<file path="src/hdl/eic_pkg.sv">
// Purpose: constants, types and register map of the edge interrupt controller
// Assumes: one clock mclk at 25 MHz, synchronous active-low reset
// Notes: registers sit on aligned 32-bit words of an axi4-lite slave
//
// Behaviour
// - wakeup pin in wakeup mode sets its flag on the selected edge
// - wakeup edge bit 0 means falling edge, 1 rising; zero after reset
// - wakeup flags stay set when the core accepts the interrupt
// - writing 0 clears a wakeup flag, writing 1 does nothing
// - reset clears wakeup edge select and all eight wakeup flags
// - thirteen external sources: five request pins, eight wakeup pins
// - wakeup enable bit at 0 blocks all eight wakeup requests
// - all wakeup sources share vector 9; software reads flags
// - each request pin senses rising or falling edge per its edge bit
// - request pin in interrupt mode sets flag on edge; enable 0 blocks it
// - request pins 4..0 use vectors 8..4, pin 0 highest priority
// - twenty-three peripheral requests, two flag registers, vectors 20..11
// - peripheral request counts only while its enable bit is 1
// - highest fixed priority request is chosen, others stay pending
// - request is accepted only while global mask bit is 0
// - after current instruction, core pushes program counter and flags
// - exception start sets the global mask bit to 1
// - vector for accepted source is produced and handler is started
// - clearing write colliding with request: exception follows the write
// - latency 15 to 27 states: 1-13 wait, 4 save, 2, 4, 4
// - mode bit 0 to 1 while wakeup pin low sets a flag
// - flag clear right after a port mode write does not clear

package eic_pkg;

   // ---------------------------------------------------------------
   // bus and register map
   // ---------------------------------------------------------------
   localparam int ADDR_W = 8;
   localparam logic [7:0] OFS_WAKE_FLAGS = 8'h00;
   localparam logic [7:0] OFS_WAKE_EDGE = 8'h04;
   localparam logic [7:0] OFS_REQ_ONE = 8'h08;
   localparam logic [7:0] OFS_REQ_TWO = 8'h0C;
   localparam logic [7:0] OFS_EN_ONE = 8'h10;
   localparam logic [7:0] OFS_EN_TWO = 8'h14;
   localparam logic [7:0] OFS_REQ_EDGE = 8'h18;
   localparam logic [7:0] OFS_PORT_MODE = 8'h1C;
   localparam logic [7:0] OFS_COND = 8'h20;
   localparam logic [7:0] OFS_STATUS = 8'h24;
   localparam logic [1:0] RESP_OKAY = 2'h0;
   localparam logic [1:0] RESP_SLVERR = 2'h2;

   // ---------------------------------------------------------------
   // field positions and reset values
   // ---------------------------------------------------------------
   localparam int N_WAKE = 8;
   localparam int N_IRQ = 5;
   localparam int N_PER = 23;
   localparam int N_PER_LO = 8;
   localparam int N_SRC = 29;
   localparam int POS_WAKE_EN = 13;
   localparam int POS_IRQ_MODE = 8;
   localparam logic [7:0] WAKE_RST = 8'h00;
   localparam logic MASK_RST = 1'b1;

   // ---------------------------------------------------------------
   // vectors and sequence lengths in states
   // ---------------------------------------------------------------
   localparam logic [4:0] VEC_IRQ0 = 5'h04;
   localparam logic [4:0] VEC_WAKE = 5'h09;
   localparam logic [4:0] VEC_PER0 = 5'h0B;
   localparam logic [4:0] VEC_PER_SPAN = 5'h09;
   localparam logic [3:0] SAVE_LEN = 4'h4;
   localparam logic [3:0] VECT_LEN = 4'h2;
   localparam logic [3:0] FETCH_LEN = 4'h4;
   localparam logic [3:0] INTP_LEN = 4'h4;

   // ---------------------------------------------------------------
   // types
   // ---------------------------------------------------------------
   typedef enum logic [2:0] {
      ST_IDLE, ST_WAIT, ST_SAVE, ST_VECT, ST_FETCH, ST_INTP
   } eic_state_t;

   typedef struct packed {
      logic exc_active;
      logic stack_save;
      logic vect_fetch;
      logic handler_go;
      logic mask;
      logic [4:0] vector;
   } eic_core_t;

endpackage

</file>
<file path="src/hdl/eic_top.sv">
// Purpose: edge interrupt controller with axi4-lite register slave
// Assumes: pins synchronous to mclk; core pulses insn_done per instruction
// Notes: exception sequence timing is counted in mclk states

`timescale 1ns/100ps

module eic_top (
   // clock and reset
   input wire logic mclk,
   input wire logic rst_n,
   // axi4-lite write address and data
   input wire logic [eic_pkg::ADDR_W-1:0] s_axi_awaddr,
   input wire logic [2:0] s_axi_awprot,
   input wire logic s_axi_awvalid,
   output logic s_axi_awready,
   input wire logic [31:0] s_axi_wdata,
   input wire logic [3:0] s_axi_wstrb,
   input wire logic s_axi_wvalid,
   output logic s_axi_wready,
   // axi4-lite write response
   output logic [1:0] s_axi_bresp,
   output logic s_axi_bvalid,
   input wire logic s_axi_bready,
   // axi4-lite read
   input wire logic [eic_pkg::ADDR_W-1:0] s_axi_araddr,
   input wire logic [2:0] s_axi_arprot,
   input wire logic s_axi_arvalid,
   output logic s_axi_arready,
   output logic [31:0] s_axi_rdata,
   output logic [1:0] s_axi_rresp,
   output logic s_axi_rvalid,
   input wire logic s_axi_rready,
   // interrupt sources
   input wire logic [eic_pkg::N_WAKE-1:0] wakeup_pin,
   input wire logic [eic_pkg::N_IRQ-1:0] irq_pin,
   input wire logic [eic_pkg::N_PER-1:0] periph_event,
   // core exception sequencer
   input wire logic insn_done,
   output eic_pkg::eic_core_t core_out
);

   // ---------------------------------------------------------------
   // helper functions
   // ---------------------------------------------------------------
   // expand byte strobes to a bit mask
   function automatic logic [31:0] byte_mask(input logic [3:0] strb);
      logic [31:0] m;
      m = 32'h0000_0000;
      for (int i = 0; i < 4; i++) begin
         m[8*i +: 8] = {8{strb[i]}};
      end
      return m;
   endfunction

   // merge write data into an old word under strobes
   function automatic logic [31:0] wr_merge(input logic [31:0] old,
      input logic [31:0] data, input logic [3:0] strb);
      return (old & ~byte_mask(strb)) | (data & byte_mask(strb));
   endfunction

   // vector of a source index, index 0 highest priority
   function automatic logic [4:0] src_vector(input logic [4:0] idx);
      logic [9:0] prod;
      prod = 10'h000;
      if (idx < 5'h05) begin
         return eic_pkg::VEC_IRQ0 + idx;
      end else if (idx == 5'h05) begin
         return eic_pkg::VEC_WAKE;
      end
      prod = (10'(idx) - 10'h006) * 10'(eic_pkg::VEC_PER_SPAN) / 10'h016;
      return eic_pkg::VEC_PER0 + prod[4:0];
   endfunction

   // ---------------------------------------------------------------
   // state
   // ---------------------------------------------------------------
   logic awready_reg, bvalid_reg, arready_reg, rvalid_reg;
   logic [1:0] bresp_reg, rresp_reg;
   logic [31:0] rdata_reg;
   logic [7:0] wake_flags_reg, wake_edge_reg, wake_mode_reg, wake_samp_reg;
   logic [4:0] irq_flags_reg, irq_en_reg, irq_edge_reg, irq_mode_reg;
   logic [4:0] irq_samp_reg;
   logic [22:0] per_flags_reg, per_en_reg;
   logic wake_en_reg, mask_reg, pmr_last_reg;
   logic [3:0] cnt_reg, cnt_next;
   logic [4:0] vec_reg;
   eic_pkg::eic_state_t st_reg, st_next;
   eic_pkg::eic_core_t core_reg;

   // ---------------------------------------------------------------
   // bus decode
   // ---------------------------------------------------------------
   wire wr_fire = s_axi_awvalid & s_axi_wvalid & ~awready_reg & ~bvalid_reg;
   wire wr_en = awready_reg;
   wire [7:0] wa = s_axi_awaddr;
   wire [31:0] wd = s_axi_wdata;
   wire [31:0] bm = byte_mask(s_axi_wstrb);
   wire [31:0] clr_word = ~wd & bm;
   wire wr_wflag = wr_en & (wa == eic_pkg::OFS_WAKE_FLAGS);
   wire wr_wedge = wr_en & (wa == eic_pkg::OFS_WAKE_EDGE);
   wire wr_req1 = wr_en & (wa == eic_pkg::OFS_REQ_ONE);
   wire wr_req2 = wr_en & (wa == eic_pkg::OFS_REQ_TWO);
   wire wr_en1 = wr_en & (wa == eic_pkg::OFS_EN_ONE);
   wire wr_en2 = wr_en & (wa == eic_pkg::OFS_EN_TWO);
   wire wr_redge = wr_en & (wa == eic_pkg::OFS_REQ_EDGE);
   wire wr_pmode = wr_en & (wa == eic_pkg::OFS_PORT_MODE);
   wire wr_cond = wr_en & (wa == eic_pkg::OFS_COND);
   wire wr_known = wr_wflag | wr_wedge | wr_req1 | wr_req2 | wr_en1 |
      wr_en2 | wr_redge | wr_pmode | wr_cond;
   wire rd_fire = s_axi_arvalid & ~arready_reg & ~rvalid_reg;

   // register views
   wire [31:0] req1_word = {19'h0, per_flags_reg[7:0], irq_flags_reg};
   wire [31:0] req2_word = {17'h0, per_flags_reg[22:8]};
   wire [31:0] en1_word = {18'h0, wake_en_reg, per_en_reg[7:0], irq_en_reg};
   wire [31:0] en2_word = {17'h0, per_en_reg[22:8]};
   wire [31:0] pmode_word = {19'h0, irq_mode_reg, wake_mode_reg};
   wire [31:0] stat_word = {24'h0, st_reg != eic_pkg::ST_IDLE, 2'h0,
      vec_reg};
   // register words merged with write data under strobes
   wire [31:0] wedge_m = wr_merge({24'h0, wake_edge_reg}, wd, s_axi_wstrb);
   wire [31:0] pmode_m = wr_merge(pmode_word, wd, s_axi_wstrb);
   wire [31:0] redge_m = wr_merge({27'h0, irq_edge_reg}, wd, s_axi_wstrb);
   wire [31:0] en1_m = wr_merge(en1_word, wd, s_axi_wstrb);
   wire [31:0] en2_m = wr_merge(en2_word, wd, s_axi_wstrb);
   wire [31:0] cond_m = wr_merge({31'h0, mask_reg}, wd, s_axi_wstrb);

   // read selection
   logic [31:0] rd_word;
   logic rd_hit;
   always_comb begin
      rd_hit = 1'b1;
      unique case (s_axi_araddr)
         eic_pkg::OFS_WAKE_FLAGS: rd_word = {24'h0, wake_flags_reg};
         eic_pkg::OFS_WAKE_EDGE: rd_word = {24'h0, wake_edge_reg};
         eic_pkg::OFS_REQ_ONE: rd_word = req1_word;
         eic_pkg::OFS_REQ_TWO: rd_word = req2_word;
         eic_pkg::OFS_EN_ONE: rd_word = en1_word;
         eic_pkg::OFS_EN_TWO: rd_word = en2_word;
         eic_pkg::OFS_REQ_EDGE: rd_word = {27'h0, irq_edge_reg};
         eic_pkg::OFS_PORT_MODE: rd_word = pmode_word;
         eic_pkg::OFS_COND: rd_word = {31'h0, mask_reg};
         eic_pkg::OFS_STATUS: rd_word = stat_word;
         default: begin
            rd_word = 32'h0000_0000;
            rd_hit = 1'b0;
         end
      endcase
   end

   // ---------------------------------------------------------------
   // edge detection on gated pins
   // ---------------------------------------------------------------
   // a pin out of its mode reads high, so mode on while low is a fall
   wire [7:0] wake_gate = wake_mode_reg & wakeup_pin | ~wake_mode_reg;
   wire [7:0] wake_fall = wake_samp_reg & ~wake_gate;
   wire [7:0] wake_rise = ~wake_samp_reg & wake_gate & wake_mode_reg;
   wire [7:0] wake_spur = {8{wr_pmode}} & pmode_m[7:0] & ~wake_mode_reg &
      ~wakeup_pin; // mode on while low, any edge bit
   wire [7:0] wake_set = wake_edge_reg & wake_rise |
      ~wake_edge_reg & wake_fall | wake_spur;
   wire [4:0] irq_gate = irq_mode_reg & irq_pin | ~irq_mode_reg;
   wire [4:0] irq_fall = irq_samp_reg & ~irq_gate;
   wire [4:0] irq_rise = ~irq_samp_reg & irq_gate;
   wire [4:0] irq_set = irq_edge_reg & irq_rise |
      ~irq_edge_reg & irq_fall;
   wire [22:0] per_set = periph_event & per_en_reg;

   // ---------------------------------------------------------------
   // flag update, set wins over clear
   // ---------------------------------------------------------------
   wire clr_ok = ~pmr_last_reg;
   wire [7:0] wake_clr = (wr_wflag & clr_ok) ? clr_word[7:0] : 8'h00;
   wire [4:0] irq_clr = (wr_req1 & clr_ok) ? clr_word[4:0] : 5'h00;
   wire [22:0] per_clr = {(wr_req2 & clr_ok) ? clr_word[14:0] : 15'h0,
      (wr_req1 & clr_ok) ? clr_word[12:5] : 8'h00};
   // no term from acceptance: flags stay set when taken
   wire [7:0] wake_flags_next = wake_flags_reg & ~wake_clr | wake_set;
   wire [4:0] irq_flags_next = irq_flags_reg & ~irq_clr | irq_set;
   wire [22:0] per_flags_next = per_flags_reg & ~per_clr | per_set;

   // ---------------------------------------------------------------
   // priority selection
   // ---------------------------------------------------------------
   wire wake_pend = |wake_flags_reg & wake_en_reg;
   wire [28:0] pend = {per_flags_reg & per_en_reg, wake_pend,
      irq_flags_reg & irq_en_reg};
   logic [4:0] win_idx;
   always_comb begin
      win_idx = 5'h00;
      for (int i = eic_pkg::N_SRC - 1; i >= 0; i--) begin
         if (pend[i]) begin
            win_idx = 5'(i);
         end
      end
   end
   wire [4:0] win_vec = src_vector(win_idx);
   // no accept during a register write: it completes first
   wire accept = (|pend) & ~mask_reg & ~wr_en;

   // ---------------------------------------------------------------
   // exception sequencer
   // ---------------------------------------------------------------
   wire last_save = cnt_reg == eic_pkg::SAVE_LEN - 4'h1;
   wire last_vect = cnt_reg == eic_pkg::VECT_LEN - 4'h1;
   wire last_fetch = cnt_reg == eic_pkg::FETCH_LEN - 4'h1;
   wire last_intp = cnt_reg == eic_pkg::INTP_LEN - 4'h1;
   wire begin_exc = (st_reg == eic_pkg::ST_WAIT) & insn_done;

   // next state of the sequence
   always_comb begin
      st_next = st_reg;
      cnt_next = cnt_reg + 4'h1;
      unique case (st_reg)
         eic_pkg::ST_IDLE: begin
            if (accept) begin
               st_next = eic_pkg::ST_WAIT;
            end
         end
         eic_pkg::ST_WAIT: begin
            cnt_next = 4'h0;
            if (insn_done) begin
               st_next = eic_pkg::ST_SAVE;
            end
         end
         eic_pkg::ST_SAVE: begin
            if (last_save) begin
               st_next = eic_pkg::ST_VECT;
               cnt_next = 4'h0;
            end
         end
         eic_pkg::ST_VECT: begin
            if (last_vect) begin
               st_next = eic_pkg::ST_FETCH;
               cnt_next = 4'h0;
            end
         end
         eic_pkg::ST_FETCH: begin
            if (last_fetch) begin
               st_next = eic_pkg::ST_INTP;
               cnt_next = 4'h0;
            end
         end
         eic_pkg::ST_INTP: begin
            if (last_intp) begin
               st_next = eic_pkg::ST_IDLE;
               cnt_next = 4'h0;
            end
         end
      endcase
   end

   // core outputs for the coming cycle
   wire mask_next = begin_exc | (wr_cond ? cond_m[0] : mask_reg);
   wire [4:0] vec_next = (st_reg == eic_pkg::ST_IDLE && accept) ?
      win_vec : vec_reg;
   wire eic_pkg::eic_core_t core_next;
   assign core_next.exc_active = st_next != eic_pkg::ST_IDLE;
   assign core_next.stack_save = st_next == eic_pkg::ST_SAVE;
   assign core_next.vect_fetch = st_next == eic_pkg::ST_VECT;
   assign core_next.handler_go = (st_reg == eic_pkg::ST_INTP) &
      last_intp;
   assign core_next.mask = mask_next;
   assign core_next.vector = vec_next;

   // ---------------------------------------------------------------
   // bus handshake registers
   // ---------------------------------------------------------------
   always_ff @(posedge mclk) begin
      if (!rst_n) begin
         awready_reg <= 1'b0;
         bvalid_reg <= 1'b0;
         bresp_reg <= eic_pkg::RESP_OKAY;
         arready_reg <= 1'b0;
         rvalid_reg <= 1'b0;
         rresp_reg <= eic_pkg::RESP_OKAY;
         rdata_reg <= 32'h0000_0000;
      end else begin
         awready_reg <= wr_fire;
         bvalid_reg <= wr_en | bvalid_reg & ~s_axi_bready;
         bresp_reg <= wr_en ? (wr_known ? eic_pkg::RESP_OKAY :
            eic_pkg::RESP_SLVERR) : bresp_reg;
         arready_reg <= rd_fire;
         rvalid_reg <= arready_reg | rvalid_reg & ~s_axi_rready;
         rresp_reg <= arready_reg ? (rd_hit ? eic_pkg::RESP_OKAY :
            eic_pkg::RESP_SLVERR) : rresp_reg;
         rdata_reg <= arready_reg ? rd_word : rdata_reg;
      end
   end

   // ---------------------------------------------------------------
   // software registers
   // ---------------------------------------------------------------
   always_ff @(posedge mclk) begin
      if (!rst_n) begin
         wake_edge_reg <= eic_pkg::WAKE_RST;
         wake_mode_reg <= 8'h00;
         irq_mode_reg <= 5'h00;
         irq_edge_reg <= 5'h00;
         irq_en_reg <= 5'h00;
         per_en_reg <= 23'h000000;
         wake_en_reg <= 1'b0;
         pmr_last_reg <= 1'b0;
      end else begin
         wake_edge_reg <= wr_wedge ? wedge_m[7:0] : wake_edge_reg;
         wake_mode_reg <= wr_pmode ? pmode_m[7:0] : wake_mode_reg;
         irq_mode_reg <= wr_pmode ? pmode_m[12:8] : irq_mode_reg;
         irq_edge_reg <= wr_redge ? redge_m[4:0] : irq_edge_reg;
         irq_en_reg <= wr_en1 ? en1_m[4:0] : irq_en_reg;
         wake_en_reg <= wr_en1 ? en1_m[eic_pkg::POS_WAKE_EN] :
            wake_en_reg;
         per_en_reg <= {wr_en2 ? en2_m[14:0] : per_en_reg[22:8],
            wr_en1 ? en1_m[12:5] : per_en_reg[7:0]};
         pmr_last_reg <= wr_en ? wr_pmode : pmr_last_reg;
      end
   end

   // ---------------------------------------------------------------
   // flags, samples and sequencer
   // ---------------------------------------------------------------
   always_ff @(posedge mclk) begin
      if (!rst_n) begin
         wake_flags_reg <= eic_pkg::WAKE_RST;
         irq_flags_reg <= 5'h00;
         per_flags_reg <= 23'h000000;
         wake_samp_reg <= 8'hFF;
         irq_samp_reg <= 5'h1F;
         st_reg <= eic_pkg::ST_IDLE;
         cnt_reg <= 4'h0;
         vec_reg <= 5'h00;
         mask_reg <= eic_pkg::MASK_RST;
         core_reg <= '{default: 1'b0, mask: eic_pkg::MASK_RST};
      end else begin
         wake_flags_reg <= wake_flags_next;
         irq_flags_reg <= irq_flags_next;
         per_flags_reg <= per_flags_next;
         wake_samp_reg <= wake_gate;
         irq_samp_reg <= irq_gate;
         st_reg <= st_next;
         cnt_reg <= cnt_next;
         vec_reg <= vec_next;
         mask_reg <= mask_next;
         core_reg <= core_next;
      end
   end

   // outputs straight from flops
   assign s_axi_awready = awready_reg;
   assign s_axi_wready = awready_reg;
   assign s_axi_bvalid = bvalid_reg;
   assign s_axi_bresp = bresp_reg;
   assign s_axi_arready = arready_reg;
   assign s_axi_rvalid = rvalid_reg;
   assign s_axi_rresp = rresp_reg;
   assign s_axi_rdata = rdata_reg;
   assign core_out = core_reg;
endmodule

</file>
<file path="config.mk">
export PLATFORM = sky130hd
export DESIGN_NAME = eic_top
export DESIGN_NICKNAME = d
export VERILOG_FILES = /design/src/hdl/eic_pkg.sv /design/src/hdl/eic_top.sv
export SDC_FILE = /design/constraint.sdc
export NUM_CORES = 1
export LEC_CHECK = 0
export BUFFER_PORTS_ARGS = -buffer_cell sky130_fd_sc_hd__buf_2
export CAP_MARGIN = 20
export CORE_ASPECT_RATIO = 1.1
export CORE_MARGIN = 2
export CORE_UTILIZATION = 45
export CTS_CLUSTER_SIZE = 8
export DETAILED_ROUTE_END_ITERATION = 12
export PLACE_DENSITY = 0.64
export SYNTH_ARGS = -nofsm -noshare
export SYNTH_HDL_FRONTEND = slang
export SYNTH_SLANG_ARGS = --single-unit
</file>
<file path="constraint.sdc">
create_clock -name mclk -period 10.1 [get_ports mclk]
set_clock_uncertainty 0.1 [all_clocks]
set_input_delay 0.505 -clock mclk [delete_from_list [all_inputs] [get_ports mclk]]
set_output_delay 0.505 -clock mclk [all_outputs]
set_load 0.02 [all_outputs]
</file>
== Yosys cells after proc, flatten, opt, wreduce, memory -nomap -nowiden ==
Index checks and enable logic that the tools add are counted.

* Output and inout bits: 51
* Word-level logic and storage cells: 226
* Register bits: 162
* Bits of input ports: 102

* Magnitude comparators: 1
* Reductions and logical operators: 10
* Bitwise gates (word level): 99
* Multiply operators: 1
* Add/subtract/negate cells: 4
* Div/mod/pow operators: 1
* Multiplexer cells: 54
* Eq/ne operators: 27

{| class="wikitable"
|+ Operators by type and width
! kind !! count
|-
| 2-to-1 mux 5 bit || 34
|-
| one-hot mux 15 bit (10 select lines) || 1
|-
| AND 8 bit || 11
|-
| AND 23 bit || 3
|-
| == test 8 x 5 -> 1 bit (second input constant) || 8
|-
| inverter 8 bit || 6
|-
| AND 15 bit || 3
|-
| AND 5 bit || 8
|-
| bitwise OR 8 bit || 5
|-
| == test 8 x 4 -> 1 bit (second input constant) || 4
|-
| inverter 15 bit || 2
|-
| OR reduction 29 bit || 1
|-
| AND 1 bit || 25
|-
| inverter 5 bit || 5
|-
| == test 8 x 6 -> 1 bit (second input constant) || 3
|-
| inverter 23 bit || 1
|-
| bitwise OR 23 bit || 1
|-
| bitwise OR 5 bit || 4
|-
| 2-to-1 mux 3 bit || 6
|-
| one-hot mux 3 bit (6 select lines) || 1
|-
| == test 8 x 3 -> 1 bit (second input constant) || 2
|-
| logical NOT 8 bit || 2
|-
| 2-to-1 mux 8 bit || 2
|-
| 2-to-1 mux 15 bit || 1
|-
| 30 further kinds || 58
|}

== Logic depth before layout (Yosys ltp) ==
Gate-level depths: netlist of run 1.

* Depth after elaboration: 36
* Depth in mapped cells: 39
* Mapped depth without buffers: 36

== Worst setup path before layout of run 1 ==
No wires, ideal clock.

* Kind: flip-flop to flip-flop
* Start point: register wake_flags_reg[5]
* End point: register core_reg (netlist bit core_out[4])
* Required time: 9.867 ns
* Path buffers: 1
* Path slack: 2.456 ns
* Library setup time: 0.133 ns
* Period minus slack after synthesis: 7.644 ns
* Cell stages (with the launch flop): 34
* Arrival time: 7.411 ns
* Path through: dfxtp_1 > or4_4 > o21ai_2 > a41oi_1 > ha_1 > buf_4 > nor4_2 > nor2_2 > inv_1 > ha_1 > inv_1 > fa_1 > xnor2_1 > nand3_1 > nor4_1 > o211ai_1 > a211o_1 > a211o_1 > a221oi_2 > o41ai_2 > a21o_1 > o32ai_4 > a211oi_2 > or3_1 > a32oi_1 > a221oi_2 > o21ai_2 > inv_1 > ha_1 > o21ai_0 > xor2_1 > nor2_1 > a21oi_1 > a21oi_1

* Cells in the longest elaborated chain, start to end: 14
* Elaborated cells between the ends (all ways): 24
* Those cells by class: add/sub (3); mul (1); div (1); order compare (1); eq/ne (1); mux (11); bitwise (3); reduce/logical (3)

{| class="wikitable"
|+ RTL lines
! item !! line !! RTL
|-
| from (decl) || eic_top.sv:80 || <nowiki>logic [7:0] wake_flags_reg, wake_edge_reg, wake_mode_reg, wake_samp_reg;</nowiki>
|-
| from (signal assigned) || eic_top.sv:323 || <nowiki>wake_flags_reg <= eic_pkg::WAKE_RST;</nowiki>
|-
| from (signal assigned) || eic_top.sv:334 || <nowiki>wake_flags_reg <= wake_flags_next;</nowiki>
|-
| OR reduction 8 bit (*) || eic_top.sv:185 || <nowiki>wire wake_pend = |wake_flags_reg & wake_en_reg;</nowiki>
|-
| AND 1 bit (*) || eic_top.sv:185 ||
|-
| 2-to-1 mux 5 bit (6 in series) || eic_top.sv:192 || <nowiki>if (pend[i]) begin</nowiki>
|-
| subtractor 5 x 3 -> 6 bit || eic_top.sv:70 || <nowiki>prod = (10'(idx) - 10'h006) * 10'(eic_pkg::VEC_PER_SPAN) / 10'h016;</nowiki>
|-
| multiplier 6 x 5 -> 10 bit || eic_top.sv:70 ||
|-
| divider 10 x 5 -> 10 bit || eic_top.sv:70 ||
|-
| adder 4 x 5 -> 5 bit || eic_top.sv:71 || <nowiki>return eic_pkg::VEC_PER0 + prod[4:0];</nowiki>
|-
| 2-to-1 mux 5 bit || eic_top.sv:70 ||
|-
| 2-to-1 mux 5 bit || eic_top.sv:255 || <nowiki>wire [4:0] vec_next = (st_reg == eic_pkg::ST_IDLE && accept) ?</nowiki>
|-
| to (signal assigned) || eic_top.sv:343 || <nowiki>core_reg <= core_next;</nowiki>
|-
| to (decl) || eic_top.sv:88 || <nowiki>eic_pkg::eic_core_t core_reg;</nowiki>
|}

Every way passes the cells marked *; elsewhere a longest branch is shown, timed or not. The select of a mux whose other input is x is not followed.
A chain may end at the register's enable or synchronous reset.

==> summary.txt, run 1 <==
Critical path
  – Crit path capture type: flop
  – Critical path data required time: 10.28 ns
  – CP Max Fanout: 10
  – Worst R2R End: core_out[4]$_SDFFE_PN0P_
  – Slowest stage cell, crit path: a41oi_1
  – Worst path most repeated cell: nand3_1
  – Crit-path max cell delay: 0.59 ns
  – Worst endpoint data arrival time: 9.27 ns
  – FF-to-FF path depth: 36
  – Kind of critical path: reg -> reg
  – Reg2Reg Setup Slack: 1.01 ns
  – CP Launch Type: flop

GRT
  – Antenna violations before repair: 0
  – Largest net degree at the start of global routing: 70
  – Vias in the first global route: 7760
  – Gr usage total: 0.265
  – Gr ovfl total: 0
  – First-pass GRT wire length: 41700 µm

Die
  – Initial Utilization: 0.463
  – Width of the die: 136 µm
  – # rows: 52
  – DIE AREA: 20200 µm²
  – Total core area: 18500 µm²
  – Die height: 149 µm
  – I/O pins: 153

STA
  – Min cycle time layout: 9.09 ns
  – Setup_tns: 0 ns
  – Max-slew violation count: 0
  – Final setup fails: 0
  – Fmax: 110 MHz
  – Hold Vio Cnt, Final: 0
  – Hold WS: 0.194 ns
  – Worst Tran Pin Value: 0.940 ns
  – RSZ-0062 raised after global routing: false
  – Slew HR: 0.372
  – Final period utilization: 0.900

CTS
  – Hold buffers post-CTS: 0
  – CTS clock-pin slew for the worst setup and hold paths: 0.06 ns
  – Clock tree from TritonCTS: built
  – Post-CTS Setup Bufs: 0
  – CTS root buf: clkbuf_16
  – Resize count post-CTS: 0
  – CTS Buf Count: 17
  – H-tree levels: 4
  – Num Clock Sinks: 143
  – Clk_lat worst skew: 0.43 ns
  – Clock buffer depth: 2

Synthesis
  – EDFF count, synth: 0
  – Most common flop cell mapped by yosys: dfxtp_1
  – Yosys warning count: 0
  – Post-synthesis xor/xnor area fraction: 0.0193
  – Synth Area in Simple Gates: 0.226
  – Synth cell types: 90
  – Compound-Gate Fraction of Synth Area: 0.290
  – Adder-cell share of the synthesized area: 0.0286
  – Yosys reg bits: 143
  – Cells after synthesis: 1070
  – Seq/Total Area, Yosys: 0.334
  – Post-Syn Area: 8580 µm²
  – Mux contribution to synthesized area: 0.0528
  – Synth Area per Inst: 8.02 µm²
  – Main combinational cell family by area after synthesis: compound AO/OA/AOI/OAI gates
  – Async S/R FF share, synth: 0

Placement
  – Hpwl dp: 20300 µm
  – Final GP Congestion: 0.902
  – IO buf count: 108

Detailed routing
  – WL final: 27100 µm
  – Residual DRC count: 0
  – Routed vias/inst: 6.07
  – 1st-iter DRT viols: 717
  – WL per Instance: 19.2 µm
  – Via count: 8583
  – Drt first pass iters: 5
  – Post-route ant nets: 0

Pwr
  – Comb power frac: 0.051
  – Maximum VDD drop: 0.000101 V
  – Pleak: 0.00402 µW
  – Psw: 302 µW
  – Sequential Power Share: 0.420
  – Cell internal pwr: 1060 µW
  – Clk network pwr share: 0.529
  – PwrDens: 137 nW/µm²
  – Switching share of total power: 0.222

Status
  – Status: complete, no violations

Layout
  – Fill count: 1806
  – NumNets Final: 1278
  – N_diodes: 0
  – Synthesis-to-finish area growth: 15.2%
  – Share of layout cells above drive strength 1: 0.173

Hold path
  – Hold path depth: 3
  – Worst Hold Class: in -> reg
  – Worst Hold End: s_axi_awready$_SDFF_PN0_
  – Hold path start: s_axi_wvalid

Job
  – # Max-Cap Violations: 0
cell families after synthesis:
| family | Yosys count |
|---|---|
| compound gates | 355 |
| flops | 143 |
| simple gates | 400 |
| mux | 45 |
| fa+ha+maj | 19 |
| buf+inv | 89 |
| other cells | 1 |
| xor+xnor | 18 |
worst max path at each step:
stage / end / slack, ns / start / depth (start not counted)
after floorplan: core_out[4]$_SDFFE_PN0P_ / 2.46 / wake_flags_reg[5]$_SDFF_PN0_ / 33
after global placement: core_out[4]$_SDFFE_PN0P_ / 1.18 / flop / 36
after detailed placement: core_out[4]$_SDFFE_PN0P_ / 1.06 / flop / 36
after CTS: core_out[4]$_SDFFE_PN0P_ / 1.04 / flop / 36
after global routing: core_out[4]$_SDFFE_PN0P_ / 0.29 / flop / 36
final: core_out[4]$_SDFFE_PN0P_ / 1.01 / flop / 36
worst max-delay path: cells and delay by family (launching register included):
kind                       cells  cell delay [ns]
AOI/OAI and AO/OA             16             4.07
and+or+nand+nor               11             2.00
adders and majority gates      4             1.55
xor gates and xnor gates       2             0.56
DFF                            1             0.35
buffers and inverters          3             0.32
placed cells by master, fill, tap and decap left out, drive strengths merged, types with 5 or more instances in the layout:
| cell type | instances |
|---|---|
| dfxtp | 143 |
| nand2 | 139 |
| buf | 112 |
| nor2 | 101 |
| a21oi | 95 |
| o21ai | 92 |
| mux2i | 43 |
| nand3 | 34 |
| a22oi | 30 |
| inv | 29 |
| clkbuf | 21 |
| nand2b | 19 |
| conb | 19 |
| nor3 | 19 |
| ha | 18 |
| a221oi | 16 |
| xnor2 | 15 |
| nand3b | 14 |
| o221a | 13 |
| nand4 | 11 |
| a211oi | 11 |
| o31ai | 10 |
| nor4 | 10 |
| a21o | 9 |
| a31oi | 9 |
| o211ai | 8 |
| or3 | 8 |
| nor2b | 8 |
| and3 | 7 |
| and2 | 6 |
| a222oi | 6 |
| a32oi | 5 |
| a311oi | 5 |
| bufinv | 5 |
| or3b | 5 |
synthesized netlist by cell type, drive strengths merged, types with 11 or more instances:
master	count	share of area
a211oi	11	0.011
a21oi	95	0.057
a221oi	16	0.019
a22oi	30	0.029
buf	27	0.022
clkbuf	35	0.015
dfxtp	143	0.33
ha	18	0.026
inv	27	0.012
mux2i	43	0.050
nand2	139	0.061
nand2b	19	0.014
nand3	34	0.020
nand3b	14	0.012
nand4	11	0.0088
nor2	101	0.044
nor3	19	0.013
o21ai	92	0.055
o221a	13	0.017
xnor2	15	0.016
through the flow:
step           total power [µW]  area, µm²  instances   util  worst slack [ns]
2_1_floorplan               624       8640       1088      -              2.46
3_3_place_gp                651       9190       1379  0.495              1.18
3_5_place_dp                652       9200       1381  0.496              1.06
4_1_cts                    1360       9880       1413  0.533              1.04
5_1_grt                    1390       9880       1413  0.533             0.287
6_report                   1360       9880       1413  0.533              1.01
per-layer routing:
layer	up-vias	track usage	part of all wire
met5	-	0	0
met4	0	0.0969	0.028
met3	45	0.0391	0.055
met2	318	0.443	0.49
met1	4094	0.348	0.43
li1	4126	-	-
power by group through the flow:
stage / clock network, µW / logic (µW) / registers [µW]
finish: 719 / 69.4 / 571
global route: 746 / 75.2 / 571
CTS: 725 / 68.8 / 571
detailed placement: 0 / 68.5 / 583
global placement: 0 / 67.5 / 583
floorplan: 0 / 39.6 / 584
cell type report:
class                      instances  area (µm²)  area share
clock buffer                      21         480      0.0486
multi-input combinational        856        5360       0.542
sequential                       143        2860       0.290
tap                              243         304      0.0308
timing repair buffer             112         574      0.0581
inverter                          27         101      0.0103
clock inverter                    11         200      0.0203
Note: power is estimated with default switching activity, not from simulation.
==> run 2: changes to the inputs <==
- CTS_BUF_LIST: not set -> sky130_fd_sc_hd__clkbuf_2
- SETUP_SLACK_MARGIN: not set -> 0.2
==> run 2 against run 1 <==
  * Hold slack improved by 0.022 ns
  * Clock power decreased by 43%
  * Critical path depth unchanged
  * First-iteration DRC count increased by 11%
  * Worst setup slack got worse by 0.0054 ns
  * Final cell count increased by 4.7%
==> summary.txt, run 2 (synthesis gave the netlist of run 1 again) <==
CTS
  – Clock buffer depth: 2 (unchanged)
  – Resize count post-CTS: 0 (unchanged)
  – Clock tree from TritonCTS: built
  – H-tree levels: 4 (unchanged)
  – Num Clock Sinks: 143 (unchanged)
  – CTS root buf: clkbuf_2
  – CTS clock-pin slew for the worst setup and hold paths: 0.19 ns (+0.13 ns)
  – Clk_lat worst skew: 0.76 ns (+0.33 ns)
  – CTS Buf Count: 17 (unchanged)

STA
  – RSZ-0062 raised after global routing: false
  – Hold Vio Cnt, Final: 0 (unchanged)
  – Min cycle time layout: 9.09 ns (+0.00536 ns)
  – Slew HR: 0.335 (-0.0373)
  – Fmax: 110 MHz (about the same)
  – Setup_tns: 0 ns (unchanged)
  – Final setup fails: 0 (unchanged)
  – Final period utilization: 0.900 (about the same)
  – Worst Tran Pin Value: 0.996 ns (+0.0558 ns)
  – Max-slew violation count: 0 (unchanged)

GRT
  – Largest net degree at the start of global routing: 70 (unchanged)
  – First-pass GRT wire length: 42800 µm (+2.5%)
  – Gr usage total: 0.272 (+0.00653)
  – Antenna violations before repair: 1 (+1)
  – Vias in the first global route: 8024 (+3.4%)
  – Gr ovfl total: 0 (unchanged)

Critical path
  – Worst path most repeated cell: nand3_1
  – Worst R2R End: core_out[4]$_SDFFE_PN0P_
  – FF-to-FF path depth: 36 (unchanged)
  – Critical path data required time: 10.63 ns (+0.35 ns)
  – Reg2Reg Setup Slack: 1.01 ns (about the same)
  – CP Launch Type: flop
  – Crit-path max cell delay: 0.59 ns (about the same)
  – Worst endpoint data arrival time: 9.62 ns (+0.35 ns)
  – Kind of critical path: reg -> reg
  – Slowest stage cell, crit path: a41oi_1
  – CP Max Fanout: 10 (unchanged)
  – Crit path capture type: flop

Die
  – Width of the die: 136 µm (unchanged)
  – Total core area: 18500 µm² (unchanged)
  – DIE AREA: 20200 µm² (unchanged)
  – Die height: 149 µm (unchanged)
  – I/O pins: 153 (unchanged)
  – Initial Utilization: 0.463 (unchanged)
  – # rows: 52 (unchanged)

Detailed routing
  – WL final: 27800 µm (+2.7%)
  – Post-route ant nets: 0 (unchanged)
  – WL per Instance: 18.8 µm (-1.9%)
  – Via count: 8810 (+2.6%)
  – Residual DRC count: 0 (unchanged)
  – Drt first pass iters: 6 (+1)
  – Routed vias/inst: 5.95 (-2.0%)
  – 1st-iter DRT viols: 794 (+11%)

Pwr
  – Total power after layout: 1070 µW (-21%)
  – Pleak: 0.00414 µW (+2.9%)
  – PwrDens: 105 nW/µm² (-24%)
  – Maximum VDD drop: 0.0000894 V (-12%)

Layout
  – Commonest non-fill, non-tap cells in the layout: dfxtp_1, nand2_1, buf_2
  – Register area: 2860 µm² (unchanged)
  – Multi-input gate area: 5360 µm² (unchanged)
  – Share of layout cells above drive strength 1: 0.160 (-0.0125)
  – NumNets Final: 1344 (+5.2%)
  – Leading cell type in the layout, fill and taps excluded: dfxtp_1
  – Synthesis-to-finish area growth: 18.5%
  – Fill count: 1780 (-1.4%)

Hold path
  – Worst Hold Class: in -> reg
  – Hold path start: s_axi_awaddr[5]
  – Worst Hold End: core_out[5]$_SDFF_PN1_
  – Hold path depth: 4 (+1)

Placement
  – Final GP Congestion: 0.902 (unchanged)
  – IO buf count: 108 (unchanged)
  – Hpwl dp: 20300 µm (unchanged)

Status
  – Status: complete, no violations

Job
  – # Max-Cap Violations: 0 (unchanged)
## run 2: changes by cell type in the layout (fill, tap and decap cells not counted)
cell | previous run | this run
dlygate4sd3_1 | 0 | 66
clkbuf_8 | 4 | 0
clkinv_1 | 0 | 4
clkbuf_2 | 0 | 17
diode_2 | 0 | 1
clkbuf_16 | 17 | 0
## run 2: critical path: cells and delay by family (launching register included)
family | cells | cell delay, ns
DFF | 1 | 0.39
adders and majority gates | 4 | 1.55
buffers and inverters | 3 | 0.32
AOI/OAI and AO/OA | 16 | 4.06
xor gates and xnor gates | 2 | 0.56
and+or+nand+nor | 11 | 2.01
## run 2: metrics by stage
stage | cells | hold WS, ns | cell area (µm²) | utilization | setup WS (ns)
2_1_floorplan | 1088 | 0.318 | 8640 | - | 2.46
3_3_place_gp | 1379 | 0.327 | 9190 | 0.495 | 1.18
3_5_place_dp | 1381 | 0.330 | 9200 | 0.496 | 1.06
4_1_cts | 1478 | 0.000716 | 10200 | 0.548 | 1.04
5_1_grt | 1480 | 0.204 | 10200 | 0.548 | 0.282
6_report | 1480 | 0.217 | 10200 | 0.548 | 1.01
## run 2: worst max path at each step
stage | start | to | slack [ns] | cells past startpoint
2_1_floorplan | wake_flags_reg[5]$_SDFF_PN0_ | core_out[4]$_SDFFE_PN0P_ | 2.46 | 33
3_3_place_gp | flop | core_out[4]$_SDFFE_PN0P_ | 1.18 | 36
3_5_place_dp | flop | core_out[4]$_SDFFE_PN0P_ | 1.06 | 36
4_1_cts | flop | core_out[4]$_SDFFE_PN0P_ | 1.04 | 36
5_1_grt | flop | core_out[4]$_SDFFE_PN0P_ | 0.28 | 36
6_report | flop | core_out[4]$_SDFFE_PN0P_ | 1.01 | 36
## run 2: where the power goes
| part | switching, µW | total [µW] | internal, µW |
|---|---|---|---|
| clock network | 220 | 407 | 187 |
| registers | 3.22 | 572 | 569 |
| logic | 50.6 | 88.3 | 37.7 |
## run 2: cell type report
| type | count | share of cell area |
|---|---|---|
| timing repair buffer | 178 | 0.121 |
| multi-input combinational | 856 | 0.527 |
| inverter | 27 | 0.00997 |
| tap | 243 | 0.0299 |
| sequential | 143 | 0.282 |
| clock buffer | 17 | 0.00837 |
| antenna | 1 | 0.000246 |
| clock inverter | 15 | 0.0212 |
## run 2: repair_timing
item / CTS / global route
hold buffers: 65 / 1
endpoints found under the hold margin: 90 / 3
setup buffers: 0 / 0
## run 2: per-layer routing
layer	up-vias	global-route usage	part of all wire
met1	4149	0.351	0.42
li1	4257	-	-
met4	0	0.0891	0.027
met3	52	0.0391	0.066
met2	352	0.466	0.49
met5	-	0	0
